### config.mk
export PLATFORM = sky130hd
export DESIGN_NAME = gpio_pad_control
export DESIGN_NICKNAME = d
export VERILOG_FILES = /design/src/hw/gpio_pad_pkg.sv /design/src/hw/gpio_pad_control.sv
export SDC_FILE = /design/constraint.sdc
export NUM_CORES = 1
export LEC_CHECK = 0
export ABC_AREA = 1
export BUFFER_PORTS_ARGS = -buffer_cell sky130_fd_sc_hd__buf_2
export CAP_MARGIN = 15
export CORE_MARGIN = 4
export CORE_UTILIZATION = 30
export CTS_CLUSTER_DIAMETER = 40
export CTS_CLUSTER_SIZE = 20
export DETAILED_ROUTE_END_ITERATION = 8
export GPL_TIMING_DRIVEN = 0
export HOLD_SLACK_MARGIN = 0.15
export PLACE_DENSITY_LB_ADDON = 0.1
export SKIP_CTS_REPAIR_TIMING = 1
export SYNTH_ARGS = -nofsm -noshare
export SYNTH_HDL_FRONTEND = slang
export SYNTH_SLANG_ARGS = --single-unit
### constraint.sdc
create_clock -name sys_clk -period 3.8 [get_ports sys_clk]
set_clock_uncertainty 0.2 [all_clocks]
set_input_delay 1.14 -clock sys_clk [delete_from_list [all_inputs] [get_ports sys_clk]]
set_output_delay 1.14 -clock sys_clk [all_outputs]
set_load 0.01 [all_outputs]
### src/hw/gpio_pad_pkg.sv
// Purpose: shared constants and types for the pad control block
// Assumes: 10 MHz system clock, synchronous active-low reset
// Notes: drive modes follow the seven pad configurations plus off
package gpio_pad_pkg;

    localparam int PIN_COUNT     = 14;
    localparam int SRC_COUNT     = 4;
    localparam int SEL_W         = 2;
    localparam int MODE_W        = 3;

    // drive mode codes
    localparam logic [2:0] MODE_OFF      = 3'h0;
    localparam logic [2:0] MODE_WEAK_UP  = 3'h1;
    localparam logic [2:0] MODE_WEAK_DN  = 3'h2;
    localparam logic [2:0] MODE_OD_LOW   = 3'h3;
    localparam logic [2:0] MODE_OD_HIGH  = 3'h4;
    localparam logic [2:0] MODE_STRONG   = 3'h5;
    localparam logic [2:0] MODE_WEAK_ALL = 3'h6;
    localparam logic [2:0] MODE_IN_ONLY  = 3'h7;

    localparam logic [1:0] SEL_PORT      = 2'h0;
    localparam logic [1:0] SEL_I2C       = 2'h1;

    // per-pin configuration word
    typedef struct packed {
        logic [2:0] mode;
        logic       thresh_lvttl;
        logic       in_en;
        logic       out_en;
        logic       slew_slow;
        logic [1:0] sel;
    } pin_cfg_s;

    localparam pin_cfg_s CFG_RESET = '{mode: 3'h0, thresh_lvttl: 1'b0, in_en: 1'b0,
                                       out_en: 1'b0, slew_slow: 1'b0, sel: 2'h0};

    // pad-facing controls for one pin
    typedef struct packed {
        logic strong_up;
        logic strong_dn;
        logic weak_up;
        logic weak_dn;
        logic in_buf_en;
        logic thresh_lvttl;
        logic slew_slow;
        logic out_val;
    } pad_ctl_s;

    localparam pad_ctl_s PAD_OFF = '{default: 1'b0};

endpackage

### src/hw/gpio_pad_control.sv
// Purpose: per-pin drive, threshold, buffer, slew and source control, with one hold for all pins
// Assumes: all inputs synchronous to sys_clk; resetn synchronous active low
// Notes: pad_ctl drives analog pad cells; pad_in comes back from pads
//        hold wins over writes; new settings show once hold drops
`timescale 1ns/1ns
`default_nettype none

// How it works
// - mode field picks input only, weak/strong pull mixes, or open drain.
// - threshold bit per pin picks CMOS or LVTTL input levels.
// - in_en and out_en gate buffers independent of mode.
// - hold freezes the last pad controls through deep sleep until released.
// - slew bit per pin selects slow edges.
// - reset and unconfigured pins give no drive and no input.
// - per-pin select routes one source out and its input back.
// - I2C selection forces open-drain low drive.
// - fourteen pins: ten plain plus I2C and debug pins usable as GPIO.
module gpio_pad_control #(
    parameter int PINS = gpio_pad_pkg::PIN_COUNT,
    parameter int SRCS = gpio_pad_pkg::SRC_COUNT
) (
    input  wire logic                          sys_clk,
    input  wire logic                          resetn,
    input  wire logic                          cfg_we,
    input  wire logic [3:0]                    cfg_pin,
    input  wire gpio_pad_pkg::pin_cfg_s        cfg_wdata,
    input  wire logic                          hold_en,
    input  wire logic [PINS*SRCS-1:0]          src_out,
    input  wire logic [PINS-1:0]               pad_in,
    output var  gpio_pad_pkg::pad_ctl_s [PINS-1:0] pad_ctl,
    output var  logic [PINS*SRCS-1:0]          src_in,
    output var  logic [PINS-1:0]               cfg_done
);

    gpio_pad_pkg::pin_cfg_s [PINS-1:0] cfg_reg;
    gpio_pad_pkg::pin_cfg_s [PINS-1:0] cfg_next;
    logic [PINS-1:0]                   done_reg;
    logic [PINS-1:0]                   done_next;
    gpio_pad_pkg::pad_ctl_s [PINS-1:0] pad_reg;
    gpio_pad_pkg::pad_ctl_s [PINS-1:0] pad_next;
    logic [PINS*SRCS-1:0]              src_in_reg;
    logic [PINS*SRCS-1:0]              src_in_next;
    logic [PINS-1:0]                   pin_out;

    // pad controls for one pin from its config and chosen output bit
    function automatic gpio_pad_pkg::pad_ctl_s decode(input gpio_pad_pkg::pin_cfg_s c,
                                                     input logic o);
        gpio_pad_pkg::pad_ctl_s p;
        logic [2:0]             m;
        p = gpio_pad_pkg::PAD_OFF;
        m = c.mode;
        // an I2C line may only pull low
        if (c.sel == gpio_pad_pkg::SEL_I2C)
            m = gpio_pad_pkg::MODE_OD_LOW;
        p.in_buf_en    = c.in_en;
        p.thresh_lvttl = c.thresh_lvttl;
        p.slew_slow    = c.slew_slow;
        p.out_val      = o;
        // one side per output level: both strong sides would crowbar the pad
        if (c.out_en)
        begin
            unique case (m)
                gpio_pad_pkg::MODE_OFF, gpio_pad_pkg::MODE_IN_ONLY:
                begin
                    p.strong_up = 1'b0;
                end
                gpio_pad_pkg::MODE_WEAK_UP:
                begin
                    p.weak_up   = o;
                    p.strong_dn = !o;
                end
                gpio_pad_pkg::MODE_WEAK_DN:
                begin
                    p.strong_up = o;
                    p.weak_dn   = !o;
                end
                gpio_pad_pkg::MODE_OD_LOW:
                begin
                    p.strong_dn = !o;
                end
                gpio_pad_pkg::MODE_OD_HIGH:
                begin
                    p.strong_up = o;
                end
                gpio_pad_pkg::MODE_STRONG:
                begin
                    p.strong_up = o;
                    p.strong_dn = !o;
                end
                gpio_pad_pkg::MODE_WEAK_ALL:
                begin
                    p.weak_up = o;
                    p.weak_dn = !o;
                end
            endcase
        end
        return p;
    endfunction

    // bit of pin i's selected source in the flat source buses
    function automatic int src_index(input int         i,
                                     input logic [1:0] s);
        return i*SRCS + int'(s);
    endfunction

    // configuration storage, one word per pin
    always_comb
    begin
        cfg_next  = cfg_reg;
        done_next = done_reg;
        if (cfg_we && (int'(cfg_pin) < PINS))
        begin
            cfg_next[cfg_pin]  = cfg_wdata;
            done_next[cfg_pin] = 1'b1;
        end
    end

    always_ff @(posedge sys_clk)
    begin
        if (!resetn)
        begin
            cfg_reg  <= {PINS{gpio_pad_pkg::CFG_RESET}};
            done_reg <= '0;
        end
        else
        begin
            cfg_reg  <= cfg_next;
            done_reg <= done_next;
        end
    end

    // output bit chosen by each pin's source select
    always_comb
    begin
        pin_out = '0;
        for (int i = 0; i < PINS; i++)
        begin
            pin_out[i] = src_out[src_index(i, cfg_reg[i].sel)];
        end
    end

    // pad controls; hold keeps the last ones through deep sleep
    always_comb
    begin
        pad_next = pad_reg;
        for (int i = 0; i < PINS; i++)
        begin
            if (!hold_en)
            begin
                if (done_reg[i])
                    pad_next[i] = decode(cfg_reg[i], pin_out[i]);
                else
                    pad_next[i] = gpio_pad_pkg::PAD_OFF;
            end
        end
    end

    always_ff @(posedge sys_clk)
    begin
        if (!resetn)
        begin
            pad_reg <= {PINS{gpio_pad_pkg::PAD_OFF}};
        end
        else
        begin
            pad_reg <= pad_next;
        end
    end

    // input return path: pad level to the selected consumer only
    always_comb
    begin
        src_in_next = '0;
        for (int i = 0; i < PINS; i++)
        begin
            if (done_reg[i] && cfg_reg[i].in_en)
                src_in_next[src_index(i, cfg_reg[i].sel)] = pad_in[i];
        end
    end

    always_ff @(posedge sys_clk)
    begin
        if (!resetn)
        begin
            src_in_reg <= '0;
        end
        else
        begin
            src_in_reg <= src_in_next;
        end
    end

    assign pad_ctl  = pad_reg;
    assign src_in   = src_in_reg;
    assign cfg_done = done_reg;

endmodule

`default_nettype wire

# --- Word-level counts from Yosys, hierarchy flattened ---
# Index checks and enable logic that the tools add are counted.
totals:
  register_bits: 308
  out_inout_bits: 182
  wordCells: 669
op_classes:
  addsub: 13
  n_lt_le_gt_ge: 31
  n_eq_ne: 98
  mux: 227
  n_bitwise: 2
  reduce_logical: 100
op_table:
  columns: ["op", "n"]
  rows:
  - ["56-bit two-way mux", 14]
  - ["56-bit bitwise mux", 13]
  - ["126-bit bitwise mux", 1]
  - ["3-bit == test, second input constant", 42]
  - ["3-bit two-way mux", 42]
  - ["8-bit two-way mux", 14]
  - ["1-bit two-way mux", 98]
  - ["3-bit by 2-bit == test with 1-bit output, second input constant", 28]
  - ["3-bit OR reduction", 28]
  - ["1-bit binary-select mux with 6-bit select", 13]
  - ["1-bit demux with 6-bit select", 13]
  - ["56-bit by 4-bit bitwise AND with 56-bit output", 1]
  - ["4-bit two-way mux", 14]
  - ["2-bit OR reduction", 28]
  - ["6-bit by 2-bit adder with 7-bit output, first input constant", 6]
  - ["3-bit by 1-bit == test with 1-bit output, second input constant", 14]
  - ["7-bit by 1-bit >= comparator with 1-bit output, second input constant", 6]
  - ["7-bit < comparator, second input constant", 6]
  - ["9-bit demux with 4-bit select", 1]
  - ["1-bit logical AND", 30]
  - ["2-bit by 1-bit == test with 1-bit output, second input constant", 14]
  - ["6-bit by 7-bit < comparator with 1-bit output, second input constant", 4]
  - ["5-bit by 2-bit adder with 6-bit output, first input constant", 4]
  - ["6-bit by 1-bit >= comparator with 1-bit output, second input constant", 4]
  - ["16 further kinds", 33]

# --- Logic depth before layout (Yosys ltp) ---
# Gate-level depths: netlist of run 1.
depth:
  ltp_word: 32
  depth_mapped: 10
  mapped_depth_nobuf: 9

# --- Worst setup path after synthesis of run 1 ---
# OpenSTA, ideal clock, no wires.
synth_path:
  kind: "input -> register"
  startpoint: "input cfg_pin[2]"
  endpoint: "register cfg_reg[105] in the netlist's numbering"
  setup_time_ps: 119
  arrival_time_ps: 1914
  t_required_ps: 3481
  path_slack_ps: 1567
  cell_stages: 7
  n_path_buf: 1
  cell_sequence: "inv_1 nand3_1 inv_1 nand2_1 buf_4 o21ai_0 a21oi_1"
synth_between:
  elab_chain_cells: 5
  word_cells_on_any_way: 8
  cone_classes: "order compare (3); mux (3); reduce/logical (2)"
synth_lines:
  columns: ["item", "line", "rtl"]
  rows:
  - ["start: declaration", "gpio_pad_control.sv:25", "input wire logic [3:0] cfg_pin,"]
  - ["4-bit by 5-bit < comparator with 1-bit output (implied by the code) / 4-bit by 1-bit >= comparator with 1-bit output (equally long branches)", "gpio_pad_control.sv:113", "cfg_next[cfg_pin] = cfg_wdata;"]
  - ["1-bit logical AND (implied by the code)", "gpio_pad_control.sv:113", null]
  - ["9-bit two-way mux (implied by the code)", "gpio_pad_control.sv:113", null]
  - ["9-bit demux with 4-bit select", "gpio_pad_control.sv:113", null]
  - ["126-bit bitwise mux", "gpio_pad_control.sv:113", null]
  - ["end signal: assignment", "gpio_pad_control.sv:122", "cfg_reg <= {PINS{gpio_pad_pkg::CFG_RESET}};"]
  - ["end signal: assignment", "gpio_pad_control.sv:127", "cfg_reg <= cfg_next;"]
  - ["end: declaration", "gpio_pad_control.sv:35", "gpio_pad_pkg::pin_cfg_s [PINS-1:0] cfg_reg;"]
# Several ways; a longest one is shown, not always the timed one.
# A chain may end at the register's enable or synchronous reset.

# --- Worst setup path after layout of run 1 ---
layout_path:
  startpoint: "register done_reg[13], in the netlist cfg_done[13]"
  endpoint: "output cfg_done[13]"
layout_rtl:
  columns: ["item", "line", "rtl"]
  rows:
  - ["start: declaration", "gpio_pad_control.sv:37", "logic [PINS-1:0] done_reg;"]
  - ["start signal: assignment", "gpio_pad_control.sv:128", "done_reg <= done_next;"]
  - ["end: declaration", "gpio_pad_control.sv:32", "output var logic [PINS-1:0] cfg_done"]
# No word-level cell between the ends.

==> flow_summary_export.csv, run 1 <==
group,metric,value,unit
status,status,"complete, no violations",
critical_path,reg2regPathDepth,7,
die,die-height,207,um
yosys,syn_area,0.0119,mm^2
power_and_ir_drop,peakVddDrop,0.340,mV
placed_design,dpl.hpwl,31.2,mm
critical_path,r2r_start,"cfg_reg[45]",
critical_path,max_stage_delay,450,ps
yosys,synthArstFlopShare,0,%
drt,ant_nets,0,
placed_design,place_congestion,0.820,
yosys,yosys.area.top_type,"dfxtp_1",
clock_network,htreeDepth,2,
sta,final-setup-viol-count,0,
yosys,yosysMostFrequentCell,"dfxtp_1",
flow_run,maxCapViolCount,0,
die,die_area,0.0429,mm^2
clock_network,clock-sinks,308,
drt,routedWlPerCell,17.4,um
sta,finalCritPeriodShare,67.4,%
final_layout,multi_input_area,0.00480,mm^2
hold_path,min_path_cells,2,
yosys,yosys_register_bits,308,
critical_path,crit_arrival,1220,ps
final_layout,drive_above_1_share,20.7,%
drt,viasPerCell,4.67,
drt,vias,11552,
critical_path,crit_slowest_cell,"dfxtp_1",
final_layout,syn_to_final_growth,32.3,%
yosys,syn_avg_cell_area,7.48,um^2
grt,grt_pass1_vias,11329,
power_and_ir_drop,p_per_area,549,mW/mm^2
critical_path,end_kind,"output pin",
yosys,synth_cells,1591,
clock_network,cts_inserted_buffers,52,
drt,drc,0,
grt,gr-total-overflow,0,
yosys,ys.flop_type,"dfxtp_1",
critical_path,rrSetupSlack,2200,ps
drt,first_pass_iters,5,
drt,routed_wl,43.0,mm
clock_network,clk_pin_slew_worst_paths,50,ps
die,rows,72,
grt,grtUsageTotal,19.4,%
critical_path,crit_path_max_fanout,5,
sta,rsz0062_at_grt,"no",
die,coreArea,0.0389,mm^2
critical_path,r2r-end,"pad_ctl[40]",
placed_design,portBuffers,266,
critical_path,path_class,"reg2out",
clock_network,cts_tree,"done",
sta,worst_pin_slew,1200,ps
power_and_ir_drop,p_leak,6.93,nW
critical_path,crit_path_cell_trace,"buf_2",
sta,relSlewSlack,19.7,%
yosys,synth_top_area_share,51.8,%
sta,maxSlewViolCount,0,
hold_path,hp-class,"reg2reg",
yosys,synth_common_cells,"dfxtp_1 (308), nand2_1 (304), nor2_1 (225), a21oi_1 (197)",
yosys,synth.area.top_cells,"dfxtp_1 (52%), nand2_1 (9.6%), a21oi_1 (8.3%)",
final_layout,fin_cells,2475,
critical_path,critPathBufInv,1,
yosys,synth_edf_count,0,
grt,antenna_found_initial,6,
sta,fmax,391,MHz
sta,period_needed,2560,ps
hold_path,min_from,"pad_ctl[45]",
final_layout,fillCellCount,4175,
yosys,ys_warn_count,0,
critical_path,crit_required,2460,ps
sta,hold_violations,0,
yosys,syn-num-nets,1678,
sta,tns,0,ps
die,die_x,207,um
clock_network,clock_latency,580,ps
critical_path,worstSetupStartpointType,"register",
final_layout,largest_register_ffs,126,
clock_network,cts_root_buf,"clkbuf_16",
yosys,ys_types,22,
final_layout,nets,1998,
critical_path,path_delay_family,"flip-flops",
final_layout,seq_area,0.00617,mm^2
grt,grt_max_degree,15,
die,start_util,30.6,%
placed_design,dp.cells,2375,
drt,drtIter0Drc,453,
die,io_pins,269,
yosys,yosysSeqAreaShare,51.8,%
hold_path,min_to,"pad_ctl[45]",
clock_network,clockBufferDepth,3,
grt,grt_pass1_wl,66.0,mm
layer usage:
| layer | GRT usage, % | part of all wire, % | vias up |
|---|---|---|---|
| met3 | 5.01 | 5.7 | 57 |
| li1 | - | - | 5875 |
| met5 | 0 | 0.019 | - |
| met1 | 25.2 | 46 | 5345 |
| met4 | 5.68 | 2.3 | 2 |
| met2 | 32.0 | 46 | 273 |
logic make-up after synthesis:
group	count (synthesis)	synth area share, %
flops	308	51.8
compound gates	338	14.2
simple gates	731	26.1
buf+inv	214	7.83
placed cells by master (no fill, tap or decap), types with 5 or more instances in the layout:
| cell | n |
|---|---|
| a21oi_1 | 197 |
| buf_2 | 288 |
| buf_4 | 5 |
| buf_6 | 11 |
| bufinv_16 | 9 |
| clkbuf_1 | 37 |
| clkbuf_16 | 52 |
| clkinv_2 | 12 |
| clkinv_4 | 5 |
| dfxtp_1 | 308 |
| inv_1 | 141 |
| nand2_1 | 304 |
| nand3_1 | 110 |
| nand3b_1 | 15 |
| nand4_1 | 26 |
| nor2_1 | 225 |
| nor3_1 | 40 |
| o21ai_0 | 141 |
how the worst max path moves through the flow:
stage,startpoint,to,slack (ps),depth (start not counted)
after floorplan,cfg_pin[2],cfg_reg[105],1570,7
after global placement,hold_en,pad_ctl[91],890,5
after detailed placement,resetn,cfg_reg[45],890,5
after CTS,cfg_done[11],cfg_done[11],1200,1
after global routing,cfg_done[7],cfg_done[7],1170,1
final,cfg_done[13],cfg_done[13],1240,1
metrics by stage:
step	worst slack [ps]	hold WS [ps]	area, um^2	power (mW)	utilization, %
2_1_floorplan	1570	239	11900	3.58	-
3_3_place_gp	893	247	13900	3.79	35.7
3_5_place_dp	887	253	13900	3.79	35.7
4_1_cts	1200	262	15700	8.76	40.4
5_1_grt	1170	280	15700	8.95	40.4
6_report	1240	260	15700	8.65	40.4
layout make-up:
| cell class | instances | share of cell area [%] |
|---|---|---|
| Sequential cell | 308 | 39.2 |
| Multi-Input combinational cell | 1069 | 30.5 |
| Clock buffer | 62 | 8.76 |
| Timing Repair Buffer | 266 | 8.46 |
| Tap cell | 518 | 4.12 |
| Inverter | 144 | 3.43 |
| Clock inverter | 34 | 2.99 |
| Buffer | 70 | 2.49 |
| Antenna cell | 4 | 0.0636 |
where the power goes:
| group | internal [mW] | switching, mW |
|---|---|---|
| logic | 0.120 | 0.293 |
| registers | 3.27 | 0.0328 |
| clock network | 3.22 | 1.70 |
worst register-to-register path, delay by kind of cell (launching register included):
family                 cells  cell delay (ps)
and+or+nand+nor            5              580
DFF                        1              420
AOI/OAI and AO/OA          1              140
buffers and inverters      1              130
(Power assumes the default switching activity.)
==> run 2, diff against run 1 <==
==> constraint.sdc (replaced) <==
create_clock -name sys_clk -period 2.06 [get_ports sys_clk]
set_clock_uncertainty 0.2 [all_clocks]
set_input_delay 0.618 -clock sys_clk [delete_from_list [all_inputs] [get_ports sys_clk]]
set_output_delay 0.618 -clock sys_clk [all_outputs]
set_load 0.01 [all_outputs]
==> flow_summary_export.csv, run 2 (same netlist as run 1, synthesis figures left out) <==
group,metric,value,unit
final_layout,nets,1998,
grt,grt_pass1_wl,66.0,mm
sta,maxSlewViolCount,0,
critical_path,worstSetupStartpointType,"register",
status,status,"complete, no violations",
clock_network,cts_inserted_buffers,52,
sta,tns,0,ps
sta,finalCritPeriodShare,97.5,%
drt,wl_met2,19.8,mm
sta,worst_pin_slew,1190,ps
drt,wl_met3,2.46,mm
critical_path,crit_slowest_cell,"dfxtp_1",
sta,rsz0062_at_grt,"no",
die,start_util,30.6,%
critical_path,r2r_start,"cfg_reg[45]",
drt,routed_wl,43.0,mm
grt,grt_max_degree,15,
die,rows,72,
drt,ant_nets,0,
hold_path,hp-class,"in2reg",
hold_path,min_from,"pad_in[12]",
drt,drtIter0Drc,457,
placed_design,place_congestion,0.820,
critical_path,crit_path_max_fanout,5,
critical_path,path_delay_family,"flip-flops",
hold_path,min_to,"src_in[51]",
power_and_ir_drop,peakVddDrop,0.629,mV
drt,top_layer_used,"met5",
hold_path,min_path_cells,3,
clock_network,clockBufferDepth,3,
sta,final-setup-viol-count,0,
placed_design,postPlaceCellArea,0.0139,mm^2
sta,fmax,498,MHz
critical_path,reg2regPathDepth,7,
final_layout,syn_to_final_growth,32.3,%
critical_path,crit_path_cell_trace,"buf_2",
drt,drc,0,
drt,routedWlPerCell,17.4,um
clock_network,cts_tree,"done",
clock_network,clk_pin_slew_worst_paths,50,ps
critical_path,end_kind,"output pin",
critical_path,r2r-end,"pad_ctl[40]",
power_and_ir_drop,p_leak,6.93,nW
final_layout,fin_area,0.0157,mm^2
critical_path,crit_arrival,1190,ps
die,io_pins,269,
flow_run,maxCapViolCount,0,
critical_path,timing.critical_path.from,"cfg_done[4]",
drt,first_pass_iters,5,
grt,antenna_found_initial,6,
critical_path,path_class,"reg2out",
die,coreArea,0.0389,mm^2
sta,setup_slack,52.1,ps
grt,gr-total-overflow,0,
clock_network,clock-sinks,308,
final_layout,drive_above_1_share,21.1,%
critical_path,max_stage_delay,440,ps
die,die_area,0.0429,mm^2
final_layout,largest_register_ffs,126,
die,die-height,207,um
placed_design,pre_cts_ws,-331,ps
sta,period_needed,2010,ps
clock_network,cts_root_buf,"clkbuf_16",
final_layout,fillCellCount,4171,
critical_path,critPathBufInv,1,
critical_path,rrSetupSlack,460,ps
sta,relSlewSlack,20.6,%
drt,viasPerCell,4.67,
drt,wl_met1,19.7,mm
final_layout,final_cell_mix,"nand2_1 (304), dfxtp_1 (301), buf_2 (288)",
power_and_ir_drop,p_per_area,1010,mW/mm^2
sta,hold_violations,0,
placed_design,portBuffers,266,
clock_network,htreeDepth,2,
final_layout,final_common_cell,"nand2_1",
clock_network,clock_latency,580,ps
drt,vias,11561,
placed_design,dpl.hpwl,31.2,mm
grt,grtUsageTotal,19.4,%
die,die_x,207,um
critical_path,crit_required,1240,ps
grt,grt_pass1_vias,11329,
[run 2: layer usage]
layer	vias to the layer above	global-route usage, %
met1	5351	25.2
met2	274	32.0
li1	5877	-
met3	57	5.01
met5	-	0
met4	2	5.68
[run 2: worst max-delay path by stage]
| stage | to | slack (ps) | cells after the start |
|---|---|---|---|
| 2_1_floorplan | cfg_reg[105] | 350 | 7 |
| 3_3_place_gp | pad_ctl[91] | -320 | 5 |
| 3_5_place_dp | cfg_reg[45] | -330 | 5 |
| 4_1_cts | cfg_done[11] | -20 | 1 |
| 5_1_grt | cfg_done[4] | 20 | 1 |
| 6_report | cfg_done[4] | 50 | 1 |
[run 2: area by class of cell]
type | count | area, um^2 | area share (%)
sequential | 308 | 6170 | 39.2
multi-input combinational | 1069 | 4800 | 30.5
clock buffer | 62 | 1380 | 8.76
timing repair buffer | 266 | 1330 | 8.45
tap | 518 | 648 | 4.12
inverter | 144 | 541 | 3.43
clock inverter | 34 | 470 | 2.99
buffer | 70 | 392 | 2.49
antenna | 4 | 10.0 | 0.0636
[run 2: report_power, final]
| group | leakage [nW] | internal [mW] | switching, mW |
|---|---|---|---|
| clock | 0.913 | 5.95 | 3.14 |
| sequential | 2.49 | 6.04 | 0.0605 |
| combinational | 3.53 | 0.221 | 0.541 |
[run 2: through the flow]
step           util (%)  std cells  hold slack, ps  power (mW)
6_report           40.5       2475             167        16.0
5_1_grt            40.4       2472             160        16.5
4_1_cts            40.4       2471             126        16.2
3_5_place_dp       35.7       2375             253        6.99
3_3_place_gp       35.7       2375             247        6.99
2_1_floorplan         -       1591             239        6.61
